File: config.mk
export PLATFORM = sky130hd
export DESIGN_NAME = fdc_control_commands
export DESIGN_NICKNAME = d
export VERILOG_FILES = /design/src/shared/fdc_ctrl_pkg.sv /design/src/hw/fdc_positioner.sv /design/src/hw/fdc_control_commands.sv
export VERILOG_INCLUDE_DIRS = /design/src /design/src/shared
export SDC_FILE = /design/constraint.sdc
export NUM_CORES = 1
export LEC_CHECK = 0
export BUFFER_PORTS_ARGS = -buffer_cell sky130_fd_sc_hd__buf_2
export CAP_MARGIN = 40
export CORE_MARGIN = 2
export CORE_UTILIZATION = 55
export DETAILED_ROUTE_END_ITERATION = 10
export GPL_TIMING_DRIVEN = 0
export HOLD_SLACK_MARGIN = 0.08
export PLACE_DENSITY = 0.72
export SETUP_SLACK_MARGIN = 0.02
export SLEW_MARGIN = 10
export SYNTH_ARGS = -nofsm -noshare
export SYNTH_HDL_FRONTEND = slang
export SYNTH_SLANG_ARGS = --single-unit
File: constraint.sdc
create_clock -name CLK -period 3.45 [get_ports CLK]
set_clock_uncertainty 0.05 [all_clocks]
set_input_delay 0.1725 -clock CLK [delete_from_list [all_inputs] [get_ports CLK]]
set_output_delay 0.1725 -clock CLK [all_outputs]
set_load 0.03 [all_outputs]
File: src/shared/fdc_ctrl_defines.svh
// offsets, field positions, reset values and timing counts of the control-command block
`ifndef FDC_CTRL_DEFINES_SVH
`define FDC_CTRL_DEFINES_SVH
`define CLK_MHZ 50
`define TIME_UNIT_US 250
`define UNIT_CYC (`TIME_UNIT_US * `CLK_MHZ)
`define STEP_PULSE_NS 1000
`define STEP_PULSE_CYC ((`STEP_PULSE_NS * `CLK_MHZ + 999) / 1000)
`define HUT_ZERO_MS 64
`define HUT_STEP_MS 4
`define HLT_ZERO_MS 64
`define HLT_STEP_US 500
`define HUT_ZERO_UNITS (`HUT_ZERO_MS * 1000 / `TIME_UNIT_US)
`define HUT_STEP_UNITS (`HUT_STEP_MS * 1000 / `TIME_UNIT_US)
`define HLT_ZERO_UNITS (`HLT_ZERO_MS * 1000 / `TIME_UNIT_US)
`define HLT_STEP_UNITS (`HLT_STEP_US / `TIME_UNIT_US)
`define SRT_SPAN 16
`define RECAL_MAX_STEPS 79
`define RATE_300K_NUM 20
`define RATE_300K_DEN 3
`define REG_MAIN_STATUS 4'h0
`define REG_COMMAND 4'h1
`define REG_NEW_CYL 4'h2
`define REG_SPEC1 4'h3
`define REG_SPEC2 4'h4
`define REG_RATE 4'h5
`define REG_RESULT0 4'h6
`define REG_RESULT1 4'h7
`define REG_RESULT2 4'h8
`define REG_ID_CYL 4'h9
`define REG_ID_HEAD 4'hA
`define REG_ID_SECT 4'hB
`define REG_ID_SIZE 4'hC
`define MSR_RQM_BIT 7
`define MSR_RESULT_BIT 6
`define MSR_NONDMA_BIT 5
`define MSR_BUSY_BIT 4
`define RATE_LOW_POWER_BIT 7
`define ST1_MA_BIT 0
`define ST3_T0_BIT 4
`define ST3_HEAD_BIT 2
`define IC_NORMAL 2'b00
`define IC_ABNORMAL 2'b01
`define IC_INVALID 2'b10
`define IC_POLL 2'b11
`define SPEC1_RST 8'h00
`define SPEC2_RST 8'h00
`define RATE_RST 8'h00
`endif

File: src/shared/fdc_ctrl_pkg.sv
// types shared by the control-command block
package fdc_ctrl_pkg;
  typedef enum logic [3:0] {
    CMD_NONE, CMD_READ_ID, CMD_RECAL, CMD_SEEK, CMD_SENSE_INT, CMD_SENSE_DRIVE, CMD_SPECIFY
  } cmd_e;
  typedef struct packed {
    logic [1:0] ic;
    logic se;
    logic ec;
    logic nr;
    logic head;
    logic [1:0] ds;
  } st0_s;
  typedef struct packed {
    logic [7:0] c;
    logic [7:0] h;
    logic [7:0] r;
    logic [7:0] n;
  } id_s;
endpackage

File: src/hw/fdc_positioner.sv
// one drive's head positioner: seek and recalibrate step sequencing
`include "fdc_ctrl_defines.svh"
`timescale 1ns/1ps
`default_nettype none
module fdc_positioner #(
  parameter int STEP_CYC = `STEP_PULSE_CYC
) (
  // clock and reset
  input wire logic clk,
  input wire logic rst_n,
  // control
  input wire logic unit_tick,
  input wire logic seek_go,
  input wire logic recal_go,
  input wire logic clear_cyl,
  input wire logic [7:0] target,
  input wire logic [4:0] srt_units,
  input wire logic track_zero,
  // drive and status
  output logic step,
  output logic dir,
  output logic [7:0] present_cyl,
  output logic active,
  output logic done,
  output logic fail
);
  typedef enum logic [1:0] {POS_IDLE, POS_CHECK, POS_PULSE, POS_WAIT} pos_e;
  pos_e state_ff;
  logic recal_ff;
  logic [6:0] steps_ff;
  logic [5:0] pulse_ff;
  logic [4:0] wait_ff;
  logic [7:0] target_ff;

  initial begin
    if (STEP_CYC < 1 || STEP_CYC > 63) $error("STEP_CYC out of range");
  end

  assign active = (state_ff != POS_IDLE);
  assign step = (state_ff == POS_PULSE);

  always_ff @(posedge clk or negedge rst_n) begin
    if (!rst_n) begin
      state_ff <= POS_IDLE;
      recal_ff <= 1'b0;
      steps_ff <= 7'h00;
      pulse_ff <= 6'h00;
      wait_ff <= 5'h00;
      target_ff <= 8'h00;
      dir <= 1'b0;
      present_cyl <= 8'h00;
      done <= 1'b0;
      fail <= 1'b0;
    end else begin
      done <= 1'b0;
      case (state_ff)
        POS_IDLE: begin
          steps_ff <= 7'h00;
          if (clear_cyl) present_cyl <= 8'h00;
          if (recal_go) begin
            recal_ff <= 1'b1;
            present_cyl <= 8'h00;
            dir <= 1'b0;
            state_ff <= POS_CHECK;
          end else if (seek_go) begin
            recal_ff <= 1'b0;
            target_ff <= target;
            state_ff <= POS_CHECK;
          end
        end
        POS_CHECK: begin
          if (recal_ff) begin
            if (track_zero) begin
              done <= 1'b1;
              fail <= 1'b0;
              state_ff <= POS_IDLE;
            end else if (steps_ff == 7'(`RECAL_MAX_STEPS)) begin
              done <= 1'b1;
              fail <= 1'b1;
              state_ff <= POS_IDLE;
            end else begin
              state_ff <= POS_PULSE;
            end
          end else if (present_cyl == target_ff) begin
            done <= 1'b1;
            fail <= 1'b0;
            state_ff <= POS_IDLE;
          end else begin
            dir <= (present_cyl < target_ff);
            state_ff <= POS_PULSE;
          end
          pulse_ff <= 6'h00;
          // step interval is timed from the rising edge of each pulse
          wait_ff <= 5'h00;
        end
        POS_PULSE: begin
          if (pulse_ff == 6'(STEP_CYC - 1)) begin
            steps_ff <= steps_ff + 7'h01;
            if (!recal_ff) present_cyl <= dir ? present_cyl + 8'h01 : present_cyl - 8'h01;
            state_ff <= POS_WAIT;
          end else begin
            pulse_ff <= pulse_ff + 6'h01;
          end
          if (unit_tick) wait_ff <= wait_ff + 5'h01;
        end
        POS_WAIT: begin
          // the wait starts mid-unit, so the first interval may run short
          if (wait_ff >= srt_units) state_ff <= POS_CHECK;
          else if (unit_tick) wait_ff <= wait_ff + 5'h01;
        end
        default: state_ff <= POS_IDLE;
      endcase
    end
  end
endmodule
`default_nettype wire

File: src/hw/fdc_control_commands.sv
// control-command execution: positioning, read id, interrupt sense, specify timing
`include "fdc_ctrl_defines.svh"
`timescale 1ns/1ps
`default_nettype none
// Operation
// - only Read ID, Recalibrate and Seek raise a completion interrupt
// - Read ID latches first ID; none by second index gives code 01, missing mark
// - Recalibrate clears cylinder, steps outward while track zero low, ends with seek end
// - still not at track zero after 79 steps: seek end plus equipment check
// - busy only in command phase; further positioning accepted on up to four drives
// - Seek steps in when present below new cylinder, out when above
// - steps paced by step rate, compare after each, equality sets seek end
// - head bit in positioning status always reads zero
// - leaving low power clears present cylinder of idle drives and stored status
// - interrupt on read id result, positioning end, non-DMA byte request
// - Sense Interrupt Status clears interrupt and reports cause codes
// - drive stays busy until its interrupt is sensed
// - Sense Drive Status goes straight to result with status register three
// - Specify loads head unload, step rate and head load times
// - time codes scale from 2 Mbps values, doubling as rate halves
// - first two step pulses may be closer than the rest
// - non-DMA select picks request-for-master and interrupt, else DMA request
// - equipment check sits in status zero bit 4
module fdc_control_commands #(
  parameter int DRIVES = 4,
  parameter int UNIT_CYC = `UNIT_CYC
) (
  // clock and reset
  input wire logic CLK,
  input wire logic RESET_N,
  // register port
  input wire logic [3:0] ADDR,
  input wire logic [7:0] WDATA,
  input wire logic WR,
  input wire logic RD,
  output logic [7:0] RDATA,
  // drive
  output logic [DRIVES-1:0] STEP_OUT,
  output logic [DRIVES-1:0] DIR_OUT,
  output logic HEAD_LOAD_OUT,
  input wire logic [DRIVES-1:0] TRACK_ZERO_IN,
  input wire logic INDEX_PULSE_IN_N,
  // data path
  input wire logic ID_FOUND,
  input wire fdc_ctrl_pkg::id_s ID_FIELD,
  input wire logic XFER_REQ,
  // host signalling
  output logic CONTROLLER_IRQ_OUT,
  output logic DMA_REQUEST_OUT
);
  typedef enum logic [1:0] {RID_IDLE, RID_LOAD, RID_SEARCH} rid_e;

  initial begin
    if (DRIVES < 1 || DRIVES > 4) $error("DRIVES must be 1 to 4");
    if (UNIT_CYC < 1 || UNIT_CYC * 8 > 1048575) $error("UNIT_CYC out of range");
  end

  // registers and state
  logic [7:0] new_cyl_ff, spec1_ff, spec2_ff, rate_ff;
  logic [3:0] srt_ff, hut_ff;
  logic [6:0] hlt_ff;
  logic nd_ff;
  logic [7:0] res0_ff, res1_ff, res2_ff;
  fdc_ctrl_pkg::id_s id_ff;
  logic result_ff, rid_irq_ff, poll_ff;
  logic [DRIVES-1:0] busy_ff, pend_ff;
  logic [DRIVES-1:0] fail_ff;
  rid_e rid_ff;
  logic [1:0] rid_idx_ff;
  logic rid_ds_head_ff;
  logic [1:0] rid_ds_ff;
  logic head_loaded_ff;
  logic [8:0] head_cnt_ff;
  logic [19:0] unit_cnt_ff;
  logic unit_tick_ff;
  logic irq_ff, dreq_ff;

  // synchronised inputs
  logic [DRIVES-1:0] tz_s1_ff, tz_s2_ff, tz_s3_ff, tz_ff;
  logic ix_s1_ff, ix_s2_ff, ix_s3_ff, ix_ff, ix_prev_ff;

  // positioner wiring
  logic [DRIVES-1:0] seek_go, recal_go, pos_active, pos_done, pos_fail;
  logic [7:0] present_cylinder [DRIVES];

  // decoded strobes
  logic cmd_go, low_power, lp_exit, read_res0, idx_edge;
  fdc_ctrl_pkg::cmd_e opcode;
  logic [1:0] cmd_ds;
  logic cmd_head, ds_ok;
  logic [4:0] srt_units;
  logic [8:0] hut_units, hlt_units;
  logic [19:0] unit_reload;
  logic sense_hit;
  logic [1:0] sense_ds;
  fdc_ctrl_pkg::st0_s sense_st0;

  assign low_power = rate_ff[`RATE_LOW_POWER_BIT];
  assign cmd_go = WR && (ADDR == `REG_COMMAND) && !low_power;
  assign opcode = fdc_ctrl_pkg::cmd_e'(WDATA[7:4]);
  assign cmd_ds = WDATA[1:0];
  assign cmd_head = WDATA[2];
  assign ds_ok = (32'(cmd_ds) < DRIVES);
  assign lp_exit = WR && (ADDR == `REG_RATE) && low_power && !WDATA[`RATE_LOW_POWER_BIT];
  assign read_res0 = RD && (ADDR == `REG_RESULT0);
  assign idx_edge = ix_ff && !ix_prev_ff;

  // step-rate codes count down from the span; zero means the full span
  assign srt_units = 5'(`SRT_SPAN) - {1'b0, srt_ff};
  assign hut_units = (hut_ff == 4'h0) ? 9'(`HUT_ZERO_UNITS) : 9'(hut_ff * `HUT_STEP_UNITS);
  assign hlt_units = (hlt_ff == 7'h00) ? 9'(`HLT_ZERO_UNITS) : 9'(hlt_ff * `HLT_STEP_UNITS);

  // time unit length follows the selected data rate
  always_comb begin
    case (rate_ff[2:0])
      3'h0: unit_reload = 20'(UNIT_CYC);
      3'h1: unit_reload = 20'(UNIT_CYC * 2);
      3'h2: unit_reload = 20'(UNIT_CYC * 4);
      3'h3: unit_reload = 20'(UNIT_CYC * `RATE_300K_NUM / `RATE_300K_DEN);
      default: unit_reload = 20'(UNIT_CYC * 8);
    endcase
  end

  always_ff @(posedge CLK or negedge RESET_N) begin
    if (!RESET_N) begin
      unit_cnt_ff <= 20'h00000;
      unit_tick_ff <= 1'b0;
    end else if (unit_cnt_ff + 20'h00001 >= unit_reload) begin
      unit_cnt_ff <= 20'h00000;
      unit_tick_ff <= 1'b1;
    end else begin
      unit_cnt_ff <= unit_cnt_ff + 20'h00001;
      unit_tick_ff <= 1'b0;
    end
  end

  // three-stage synchronisers, a change counts when stages two and three agree
  genvar g;
  generate
    for (g = 0; g < DRIVES; g++) begin : g_drive
      always_ff @(posedge CLK or negedge RESET_N) begin
        if (!RESET_N) begin
          tz_s1_ff[g] <= 1'b0;
          tz_s2_ff[g] <= 1'b0;
          tz_s3_ff[g] <= 1'b0;
          tz_ff[g] <= 1'b0;
        end else begin
          tz_s1_ff[g] <= TRACK_ZERO_IN[g];
          tz_s2_ff[g] <= tz_s1_ff[g];
          tz_s3_ff[g] <= tz_s2_ff[g];
          if (tz_s2_ff[g] == tz_s3_ff[g]) tz_ff[g] <= tz_s3_ff[g];
        end
      end
      assign seek_go[g] = cmd_go && (opcode == fdc_ctrl_pkg::CMD_SEEK) && ds_ok && (32'(cmd_ds) == g)
                          && !pos_active[g] && !busy_ff[g];
      assign recal_go[g] = cmd_go && (opcode == fdc_ctrl_pkg::CMD_RECAL) && ds_ok && (32'(cmd_ds) == g)
                           && !pos_active[g] && !busy_ff[g];
      fdc_positioner u_pos (
        .clk(CLK),
        .rst_n(RESET_N),
        .unit_tick(unit_tick_ff),
        .seek_go(seek_go[g]),
        .recal_go(recal_go[g]),
        .clear_cyl(lp_exit),
        .target(new_cyl_ff),
        .srt_units(srt_units),
        .track_zero(tz_ff[g]),
        .step(STEP_OUT[g]),
        .dir(DIR_OUT[g]),
        .present_cyl(present_cylinder[g]),
        .active(pos_active[g]),
        .done(pos_done[g]),
        .fail(pos_fail[g])
      );
    end
  endgenerate

  always_ff @(posedge CLK or negedge RESET_N) begin
    if (!RESET_N) begin
      ix_s1_ff <= 1'b1;
      ix_s2_ff <= 1'b1;
      ix_s3_ff <= 1'b1;
      ix_ff <= 1'b0;
      ix_prev_ff <= 1'b0;
    end else begin
      ix_s1_ff <= INDEX_PULSE_IN_N;
      ix_s2_ff <= ix_s1_ff;
      ix_s3_ff <= ix_s2_ff;
      if (ix_s2_ff == ix_s3_ff) ix_ff <= !ix_s3_ff;
      ix_prev_ff <= ix_ff;
    end
  end

  // software-written parameter registers
  always_ff @(posedge CLK or negedge RESET_N) begin
    if (!RESET_N) begin
      new_cyl_ff <= 8'h00;
      spec1_ff <= `SPEC1_RST;
      spec2_ff <= `SPEC2_RST;
      rate_ff <= `RATE_RST;
    end else if (WR) begin
      if (ADDR == `REG_NEW_CYL) new_cyl_ff <= WDATA;
      if (ADDR == `REG_SPEC1) spec1_ff <= WDATA;
      if (ADDR == `REG_SPEC2) spec2_ff <= WDATA;
      if (ADDR == `REG_RATE) rate_ff <= WDATA;
    end
  end

  // Specify copies the staged timing into the working timers
  always_ff @(posedge CLK or negedge RESET_N) begin
    if (!RESET_N) begin
      srt_ff <= 4'(`SPEC1_RST >> 4);
      hut_ff <= 4'h0;
      hlt_ff <= 7'h00;
      nd_ff <= 1'b0;
    end else if (cmd_go && opcode == fdc_ctrl_pkg::CMD_SPECIFY) begin
      srt_ff <= spec1_ff[7:4];
      hut_ff <= spec1_ff[3:0];
      hlt_ff <= spec2_ff[7:1];
      nd_ff <= spec2_ff[0];
    end
  end

  // lowest pending drive answers Sense Interrupt Status first
  always_comb begin
    sense_hit = 1'b0;
    sense_ds = 2'b00;
    for (int i = DRIVES - 1; i >= 0; i--) begin
      if (pend_ff[i]) begin
        sense_hit = 1'b1;
        sense_ds = 2'(i);
      end
    end
    sense_st0.ic = fail_ff[sense_ds] ? `IC_ABNORMAL : `IC_NORMAL;
    sense_st0.se = 1'b1;
    sense_st0.ec = fail_ff[sense_ds];
    sense_st0.nr = 1'b0;
    sense_st0.head = 1'b0;
    sense_st0.ds = sense_ds;
    if (!sense_hit) begin
      sense_st0.ic = poll_ff ? `IC_POLL : `IC_INVALID;
      sense_st0.se = 1'b0;
      sense_st0.ec = 1'b0;
      sense_st0.ds = 2'b00;
    end
  end

  // per-drive busy, pending interrupt and termination status
  always_ff @(posedge CLK or negedge RESET_N) begin
    if (!RESET_N) begin
      busy_ff <= '0;
      pend_ff <= '0;
      fail_ff <= '0;
      poll_ff <= 1'b1;
    end else begin
      for (int i = 0; i < DRIVES; i++) begin
        if (lp_exit) begin
          busy_ff[i] <= 1'b0;
          pend_ff[i] <= 1'b0;
          fail_ff[i] <= 1'b0;
        end else begin
          if (cmd_go && opcode == fdc_ctrl_pkg::CMD_SENSE_INT && sense_hit && 32'(sense_ds) == i) begin
            busy_ff[i] <= 1'b0;
            pend_ff[i] <= 1'b0;
          end
          if (seek_go[i] || recal_go[i]) busy_ff[i] <= 1'b1;
          if (pos_done[i]) begin
            pend_ff[i] <= 1'b1;
            fail_ff[i] <= pos_fail[i];
          end
        end
      end
      if (lp_exit || (cmd_go && opcode == fdc_ctrl_pkg::CMD_SENSE_INT && !sense_hit)) poll_ff <= 1'b0;
    end
  end

  // Read ID sequencing and head load / unload timing
  always_ff @(posedge CLK or negedge RESET_N) begin
    if (!RESET_N) begin
      rid_ff <= RID_IDLE;
      rid_idx_ff <= 2'b00;
      rid_ds_ff <= 2'b00;
      rid_ds_head_ff <= 1'b0;
      head_loaded_ff <= 1'b0;
      head_cnt_ff <= 9'h000;
    end else begin
      case (rid_ff)
        RID_IDLE: begin
          if (cmd_go && opcode == fdc_ctrl_pkg::CMD_READ_ID) begin
            rid_ds_ff <= cmd_ds;
            rid_ds_head_ff <= cmd_head;
            rid_idx_ff <= 2'b00;
            head_cnt_ff <= 9'h000;
            head_loaded_ff <= 1'b1;
            rid_ff <= head_loaded_ff ? RID_SEARCH : RID_LOAD;
          end else if (head_loaded_ff && unit_tick_ff) begin
            if (head_cnt_ff + 9'h001 >= hut_units) begin
              head_loaded_ff <= 1'b0;
              head_cnt_ff <= 9'h000;
            end else begin
              head_cnt_ff <= head_cnt_ff + 9'h001;
            end
          end
        end
        RID_LOAD: begin
          if (unit_tick_ff) begin
            if (head_cnt_ff + 9'h001 >= hlt_units) begin
              head_cnt_ff <= 9'h000;
              rid_ff <= RID_SEARCH;
            end else begin
              head_cnt_ff <= head_cnt_ff + 9'h001;
            end
          end
        end
        RID_SEARCH: begin
          if (ID_FOUND || (idx_edge && rid_idx_ff == 2'b01)) begin
            head_cnt_ff <= 9'h000;
            rid_ff <= RID_IDLE;
          end else if (idx_edge) begin
            rid_idx_ff <= rid_idx_ff + 2'b01;
          end
        end
        default: rid_ff <= RID_IDLE;
      endcase
    end
  end

  // result registers and result-ready flag
  fdc_ctrl_pkg::st0_s rid_st0;
  logic rid_end, rid_miss;
  assign rid_miss = (rid_ff == RID_SEARCH) && !ID_FOUND && idx_edge && (rid_idx_ff == 2'b01);
  assign rid_end = (rid_ff == RID_SEARCH) && (ID_FOUND || rid_miss);
  always_comb begin
    rid_st0.ic = rid_miss ? `IC_ABNORMAL : `IC_NORMAL;
    rid_st0.se = 1'b0;
    rid_st0.ec = 1'b0;
    rid_st0.nr = 1'b0;
    rid_st0.head = rid_ds_head_ff;
    rid_st0.ds = rid_ds_ff;
  end

  always_ff @(posedge CLK or negedge RESET_N) begin
    if (!RESET_N) begin
      res0_ff <= 8'h00;
      res1_ff <= 8'h00;
      res2_ff <= 8'h00;
      id_ff <= '0;
      result_ff <= 1'b0;
      rid_irq_ff <= 1'b0;
    end else if (lp_exit) begin
      res0_ff <= 8'h00;
      res1_ff <= 8'h00;
      res2_ff <= 8'h00;
      result_ff <= 1'b0;
      rid_irq_ff <= 1'b0;
    end else begin
      if (read_res0) begin
        result_ff <= 1'b0;
        rid_irq_ff <= 1'b0;
      end
      if (rid_end) begin
        res0_ff <= rid_st0;
        res2_ff <= 8'(rid_miss) << `ST1_MA_BIT;
        if (ID_FOUND) id_ff <= ID_FIELD;
        result_ff <= 1'b1;
        rid_irq_ff <= 1'b1;
      end else if (cmd_go && opcode == fdc_ctrl_pkg::CMD_SENSE_INT) begin
        res0_ff <= sense_st0;
        res1_ff <= sense_hit ? present_cylinder[sense_ds] : 8'h00;
        result_ff <= 1'b1;
      end else if (cmd_go && opcode == fdc_ctrl_pkg::CMD_SENSE_DRIVE && ds_ok) begin
        res2_ff <= (8'(tz_ff[cmd_ds]) << `ST3_T0_BIT) | (8'(cmd_head) << `ST3_HEAD_BIT) | {6'h00, cmd_ds};
        result_ff <= 1'b1;
      end
    end
  end

  // host signalling: interrupt and DMA request
  always_ff @(posedge CLK or negedge RESET_N) begin
    if (!RESET_N) begin
      irq_ff <= 1'b0;
      dreq_ff <= 1'b0;
    end else begin
      irq_ff <= (|pend_ff) || poll_ff || rid_irq_ff || (nd_ff && XFER_REQ);
      dreq_ff <= !nd_ff && XFER_REQ;
    end
  end
  assign CONTROLLER_IRQ_OUT = irq_ff;
  assign DMA_REQUEST_OUT = dreq_ff;
  assign HEAD_LOAD_OUT = head_loaded_ff;

  // read data, one cycle after the strobe; unmapped addresses read zero
  logic [7:0] msr;
  always_comb begin
    msr = 8'h00;
    msr[DRIVES-1:0] = busy_ff;
    msr[`MSR_BUSY_BIT] = (rid_ff != RID_IDLE);
    msr[`MSR_NONDMA_BIT] = nd_ff && XFER_REQ;
    msr[`MSR_RESULT_BIT] = result_ff;
    msr[`MSR_RQM_BIT] = (rid_ff == RID_IDLE) || (nd_ff && XFER_REQ);
  end

  always_ff @(posedge CLK or negedge RESET_N) begin
    if (!RESET_N) begin
      RDATA <= 8'h00;
    end else if (RD) begin
      case (ADDR)
        `REG_MAIN_STATUS: RDATA <= msr;
        `REG_NEW_CYL: RDATA <= new_cyl_ff;
        `REG_SPEC1: RDATA <= spec1_ff;
        `REG_SPEC2: RDATA <= spec2_ff;
        `REG_RATE: RDATA <= rate_ff;
        `REG_RESULT0: RDATA <= res0_ff;
        `REG_RESULT1: RDATA <= res1_ff;
        `REG_RESULT2: RDATA <= res2_ff;
        `REG_ID_CYL: RDATA <= id_ff.c;
        `REG_ID_HEAD: RDATA <= id_ff.h;
        `REG_ID_SECT: RDATA <= id_ff.r;
        `REG_ID_SIZE: RDATA <= id_ff.n;
        default: RDATA <= 8'h00;
      endcase
    end else begin
      RDATA <= 8'h00;
    end
  end
endmodule
`default_nettype wire

==> results of run 1 <==
Yosys cell counts (6+ instances only):
| cell type | n | area [um^2] |
|---|---|---|
| a211oi_1 | 11 | 82.6 |
| a21boi_0 | 7 | 52.6 |
| a21o_1 | 6 | 45.0 |
| a21oi_1 | 68 | 340 |
| a221oi_1 | 15 | 131 |
| a22o_1 | 20 | 175 |
| a22oi_1 | 18 | 135 |
| a311oi_1 | 6 | 52.6 |
| a31oi_1 | 14 | 87.6 |
| and2_1 | 8 | 50.1 |
| and2b_2 | 8 | 70.1 |
| and3_1 | 19 | 119 |
| buf_2 | 8 | 40.0 |
| buf_4 | 8 | 60.1 |
| clkbuf_1 | 47 | 176 |
| dfrtp_1 | 339 | 8480 |
| ha_1 | 148 | 1850 |
| inv_1 | 121 | 454 |
| mux2_2 | 123 | 1390 |
| mux2i_1 | 38 | 380 |
| nand2_1 | 159 | 597 |
| nand2b_1 | 19 | 119 |
| nand3_1 | 76 | 380 |
| nand4_1 | 20 | 125 |
| nor2_1 | 140 | 526 |
| nor2b_1 | 30 | 188 |
| nor3_1 | 29 | 145 |
| nor3b_1 | 10 | 75.1 |
| nor4_1 | 9 | 56.3 |
| o211ai_1 | 11 | 82.6 |
| o21a_1 | 13 | 97.6 |
| o21ai_0 | 121 | 606 |
| o22ai_1 | 12 | 75.1 |
| o31ai_1 | 11 | 82.6 |
| o41ai_1 | 10 | 87.6 |
| or2_2 | 9 | 56.3 |
| or3_1 | 13 | 81.3 |
| xnor2_1 | 34 | 298 |
| xor2_1 | 45 | 394 |
worst max-delay path, delay by kind of cell (launching register included):
kind	cells	cell delay, ps
buffers and inverters	2	300
AOI/OAI and AO/OA	4	830
and+or+nand+nor	4	1160
xor gates and xnor gates	1	160
adders and majority gates	1	230
DFF	1	460
layer usage:
layer	part of all wire	up-vias	track usage
met5	0	-	0
met3	0.065	105	0.0515
met4	0.032	0	0.0941
met2	0.47	457	0.457
met1	0.43	7562	0.379
li1	-	7164	-
stage by stage:
stage	TNS [ps]	hold slack, ps	util
CTS	0	136	0.639
finish	0	119	0.641
global placement	-1526890	230	0.586
global route	0	161	0.641
floorplan	0	-173	-
detailed placement	-998	90.7	0.590
kinds of logic after synthesis:
family,count (synthesis),synth area share
other,1,0.000194
buffers and inverters,191,0.0403
AOI/OAI and AO/OA,385,0.129
DFF,343,0.443
adders and majority gates,156,0.102
xor gates and xnor gates,79,0.0357
muxes,164,0.0934
and+or+nand+nor,594,0.157
flip-flops by register name, summed over array words and instances, names as in the netlist, 7 cells and up:
name,count
g_drive.u_pos.present_cyl,32
hlt_ff,7
new_cyl_ff,8
g_drive.u_pos.wait_ff,20
res0_ff,7
spec2_ff,8
g_drive.u_pos.state_ff,8
spec1_ff,8
rate_ff,8
id_ff,32
g_drive.u_pos.pulse_ff,24
res1_ff,8
unit_cnt_ff,20
g_drive.u_pos.target_ff,32
head_cnt_ff,9
g_drive.u_pos.steps_ff,28
RDATA,8
what timing repair did:
action / in CTS / in global routing
setup buffers: 0 / 0
pin swaps: 0 / 1
endpoints found under the setup margin: 6 / 26
cloned: 0 / 0
gates resized for setup: 1 / 9
hold buffers: 45 / 0
hold endpoints to repair: 306 / 0
power by group through the flow:
stage / Combinational, mW / Clock [mW] / Sequential, mW
floorplan: 2.75 / 0 / 5.06
global placement: 3.53 / 0 / 5.28
global route: 4.25 / 4.33 / 5.31
finish: 3.83 / 4.10 / 5.25
detailed placement: 3.70 / 0 / 5.31
CTS: 3.78 / 4.16 / 5.24
cell type report:
type / instances / share of cell area
Inverter: 122 / 0.0206
Buffer: 69 / 0.0146
Multi-Input combinational cell: 1381 / 0.454
Clock inverter: 14 / 0.00694
Tap cell: 455 / 0.0257
Sequential cell: 343 / 0.387
Clock buffer: 52 / 0.0489
Timing Repair Buffer: 124 / 0.0419
final timing paths:
check	startpoint	end	slack [ps]	depth (start not counted)
worst min register to register	tz_s1_ff[0]	tz_s2_ff[0]	290	0
worst max-delay path	unit_cnt_ff[3]	unit_cnt_ff[12]	190	12
max in group asynchronous	RESET_N	unit_cnt_ff[2]	1920	4
min in group CLK	WDATA[7]	rate_ff[7]	180	2
worst max register to register	unit_cnt_ff[3]	unit_cnt_ff[12]	190	12
worst min-delay path	RESET_N	g_drive[1].u_pos.wait_ff[0]	120	2
==> reports/qor.csv, run 1 <==
stage,metric,value,unit
grt,vias in the first global route,15200,
clock_tree,Root Buffer,clkbuf_16,
layout,P&R area growth vs syn,14.5,%
sta,final setup margin,187,ps
layout,fillers,2781,
sta,"Period Utilization, post-route",0.946,
flow_run,max-cap violation count,0,
clock_tree,clock tree sinks,343,
place,I/O Buffers,70,
floorplan,die width,192,um
synthesis,"Avg Cell Area, Syn",10.1,um^2
grt,initial antenna violation count,0,
synthesis,Yosys warnings,0,
sta,f_max,306,MHz
routing,via count,15300,
clock_tree,"CTS clk-pin slew, worst paths",60,ps
pwr,Logic pwr share,0.290,
sta,Setup Viol. Count Final,0,
layout,Final Net Count,2287,
place,Placer Congestion,0.969,
floorplan,Die Height,192,um
layout,Ant. Diodes,0,
floorplan,Initial Utilization,0.560,
place,area of placed instances,20400,um^2
layout,Seq. cell area,8590,um^2
routing,wire per inst,19.8,um
pwr,Peak VDD IR,519,uV
clock_tree,clk buf depth,3,
routing,Initial DRC Count,978,
clock_tree,clock buffer count from CTS,39,
pwr,total power draw,13.2,mW
sta,pins over their slew limit,0,
layout,multi-input logic area,10100,um^2
layout,"commonest non-fill, non-tap cells in the layout","dfrtp_1, nand2_1, ha_1",
routing,Initial DRT Pass Iterations,6,
worst_setup_path,Worst Setup End Kind,register,
worst_setup_path,max incr delay on CP,550,ps
routing,drt drc,0,
worst_setup_path,"Max FO, Critical Path",10,
worst_setup_path,Worst Path Arrival,3670,ps
clock_tree,TritonCTS clock tree,built,
grt,pin count of the biggest net entering global routing,102,
floorplan,io pins,74,
pwr,Psw,4.54,mW
synthesis,Post-synth ARST share,1.00,
layout,layout cell share with drive strength beyond 1,0.156,
worst_setup_path,Most common cell on crit path,o21ai_0,
sta,Fin. Hold Viols,0,
synthesis,post-synthesis cell area,19400,um^2
pwr,Sw Ratio,0.344,
sta,Rel. slew slack,0.365,
worst_hold_path,hold crit path type,input pin to async pin,
clock_tree,Worst-Skew Late Latency,520,ps
sta,unrepaired setup endpoints after global routing,false,
synthesis,ys flop type,dfrtp_1,
synthesis,Yosys cell types,88,
pwr,sequential power share,0.399,
place,pre-CTS setup slack,-175,ps
pwr,PD cells,594,nW/um^2
worst_setup_path,crit start category,register,
floorplan,row count,68,
floorplan,area of the die,36700,um^2
grt,first-pass GRT wire length,81.1,mm
synthesis,"Seq/Total Area, Yosys",0.443,
layout,"most common cell after layout, fill and taps aside",dfrtp_1,
pwr,Internal,8.64,mW
floorplan,total core area,34600,um^2
grt,Overflow after GRT,0,
routing,Vias/cell,5.97,
place,Cells after DPL,2449,
pwr,share of total power in the clock network,0.311,
worst_setup_path,WP data required,3850,ps
synthesis,Post-synth EDFFs,0,
sta,fin crit period,3260,ps
routing,drt total wl,50.7,mm
worst_setup_path,Critical-path top delay cell,or4_1,
worst_setup_path,crit path kind,register to register,
pwr,Pleak,10.2,nW
place,Post-DP HPWL,36.4,mm
layout,Finished Layout Cells,2560,
clock_tree,H-tree levels,2,
sta,slew of the pin with the lowest slew margin,945,ps
status,outcome,finished clean,
synthesis,Synth Instances,1913,
layout,final instance area,22200,um^2
worst_setup_path,"critical path, cell by cell","nand4_4, or2_2, xnor2_1, ha_1, a2111oi_0, o21ai_0, o21ai_0, a31oi_1, or4_1, buf_6, buf_12, nor2b_2",
synthesis,Seq cells post-synth,343,
grt,Tot GR Track Use,0.281,
routing,antenna-violating nets left,0,
Note: power is estimated with default switching activity, not from simulation.
==> inputs of run 2 (changes only) <==
--- a/config.mk
+++ b/config.mk
@@ -8,7 +8,6 @@
 export LEC_CHECK = 0
 export BUFFER_PORTS_ARGS = -buffer_cell sky130_fd_sc_hd__buf_2
 export CAP_MARGIN = 40
-export CORE_MARGIN = 2
 export CORE_UTILIZATION = 55
 export DETAILED_ROUTE_END_ITERATION = 10
 export GPL_TIMING_DRIVEN = 0
==> run 2 against run 1 <==
  * Critical endpoint unchanged
  * Maximum frequency up 1.6%
  * Die area down 2.1%
  * Critical path type unchanged
  * First-iteration DRC count up 22%
  * Largest cell class unchanged
  * Via count up 0.28%
  * Sequential power about the same
  * Highest routed layer is now met5
==> reports/qor.csv, run 2 (synthesized netlist as in run 1, its figures left out) <==
stage,metric,value,unit
status,outcome,finished clean,
layout,Final Net Count,2289,
pwr,Psw,4.58,mW
grt,initial antenna violation count,2,
pwr,Sw Ratio,0.340,
sta,Setup Viol. Count Final,0,
floorplan,total core area,34600,um^2
worst_setup_path,Worst Setup End Kind,register,
clock_tree,post-CTS setup buffers,0,
routing,drt drc,0,
pwr,Internal,8.89,mW
pwr,share of total power in the clock network,0.325,
sta,fin crit period,3210,ps
layout,layout cell share with drive strength beyond 1,0.159,
pwr,total power draw,13.5,mW
grt,Tot GR Track Use,0.288,
grt,pin count of the biggest net entering global routing,108,
clock_tree,clock buffer count from CTS,40,
routing,Vias/cell,5.97,
floorplan,area of the die,36000,um^2
grt,vias in the first global route,15200,
grt,Overflow after GRT,0,
worst_setup_path,reg2reg start,unit_cnt_ff[0],
routing,Initial DRT Pass Iterations,6,
sta,Fin. Hold Viols,0,
clock_tree,Worst-Skew Late Latency,540,ps
layout,"most common cell after layout, fill and taps aside",dfrtp_1,
worst_setup_path,Worst Path Arrival,3630,ps
routing,antenna-violating nets left,0,
clock_tree,Root Buffer,clkbuf_16,
floorplan,Initial Utilization,0.560,
pwr,Pleak,10.2,nW
layout,P&R area growth vs syn,15.2,%
routing,wire per inst,19.8,um
sta,Rel. slew slack,0.453,
layout,biggest registers after layout,"g_drive.u_pos.present_cyl x32, g_drive.u_pos.target_ff x32, id_ff x32",
clock_tree,H-tree levels,2,
sta,pins over their slew limit,0,
routing,Initial DRC Count,1191,
worst_setup_path,WP data required,3860,ps
pwr,Peak VDD IR,458,uV
pwr,sequential power share,0.391,
place,I/O Buffers,70,
layout,"commonest non-fill, non-tap cells in the layout","dfrtp_1, nand2_1, ha_1",
floorplan,io pins,74,
sta,slew of the pin with the lowest slew margin,817,ps
sta,unrepaired setup endpoints after global routing,false,
sta,hold_ws,180,ps
sta,f_max,311,MHz
flow_run,max-cap violation count,0,
worst_setup_path,"Max FO, Critical Path",10,
worst_setup_path,crit path kind,register to register,
pwr,PD cells,604,nW/um^2
worst_setup_path,FF-to-FF path depth,12,
routing,drt total wl,50.9,mm
place,Post-DP HPWL,36.4,mm
worst_setup_path,Critical R2R Capture,unit_cnt_ff[12],
place,Placer Congestion,0.942,
floorplan,Die Height,190,um
worst_hold_path,hold crit path type,input pin to async pin,
clock_tree,TritonCTS clock tree,built,
clock_tree,clk buf depth,3,
pwr,Logic pwr share,0.284,
floorplan,die width,190,um
clock_tree,"CTS clk-pin slew, worst paths",60,ps
sta,setup TNS,0,ps
sta,"Period Utilization, post-route",0.931,
worst_setup_path,crit start category,register,
floorplan,row count,68,
place,area of placed instances,20400,um^2
worst_setup_path,r2r setup slk,240,ps
routing,via count,15300,
grt,first-pass GRT wire length,81.5,mm
clock_tree,clock tree sinks,343,
layout,final instance area,22300,um^2
run 2: power groups by stage:
| stage | clock network [mW] | registers (mW) | logic (mW) |
|---|---|---|---|
| after global placement | 0 | 5.28 | 3.54 |
| after CTS | 4.45 | 5.24 | 3.77 |
| after global routing | 4.61 | 5.32 | 4.26 |
| after floorplan | 0 | 5.06 | 2.75 |
| final | 4.38 | 5.26 | 3.83 |
| after detailed placement | 0 | 5.30 | 3.68 |
run 2: repair_timing:
| action | in CTS | in global routing |
|---|---|---|
| endpoints found under the hold margin | 138 | 0 |
| resized for setup | 1 | 13 |
| setup endpoints to repair | 6 | 30 |
| hold buffers | 45 | 0 |
run 2: worst max-delay path, cell delays in order, from the launching register on:
cell       delay [ps]
dfrtp_1           450
nand3_2           160
or2_2             320
xnor2_1           150
ha_1              230
a2111oi_1         370
o21ai_0           140
o21ai_0           210
a31oi_1           100
or4_1             550
buf_6             160
buf_12            140
nor2b_2           100
run 2: worst max path at each step:
stage / to / start / slack (ps) / cells past startpoint
floorplan: head_cnt_ff[0] / head_cnt_ff[0] / 530 / 11
global placement: unit_cnt_ff[10] / RESET_N / -4480 / 1
detailed placement: head_cnt_ff[7] / head_cnt_ff[0] / -140 / 11
CTS: head_cnt_ff[3] / head_cnt_ff[0] / 90 / 11
global route: unit_cnt_ff[11] / unit_cnt_ff[4] / 30 / 12
finish: unit_cnt_ff[12] / unit_cnt_ff[0] / 240 / 12
run 2: area by class of cell:
| type | instances | area, um^2 |
|---|---|---|
| multi-input combinational | 1381 | 10100 |
| tap | 455 | 569 |
| inverter | 122 | 458 |
| buffer | 69 | 323 |
| clock inverter | 15 | 218 |
| clock buffer | 58 | 1140 |
| timing repair buffer | 125 | 937 |
| sequential | 343 | 8590 |
| fill | 2777 | 12300 |
| antenna | 1 | 2.50 |
run 2: metal layers:
layer  share of wire  vias to the layer above  routed length, um  global-route usage
li1                -                     7175                  -                   -
met1            0.43                     7555              22000               0.388
met5         0.00031                        -                 16                   0
met4           0.030                        2               1520              0.0862
met3           0.060                      118               3030              0.0400
met2            0.48                      481              24300               0.481
run 2: per-stage QoR:
step,std cells,worst slack [ps],util
3_3_place_gp,2440,-4480,0.586
4_1_cts,2567,91.5,0.642
6_report,2569,238,0.644
5_1_grt,2569,34.3,0.644
2_1_floorplan,1915,533,-
3_5_place_dp,2449,-141,0.590
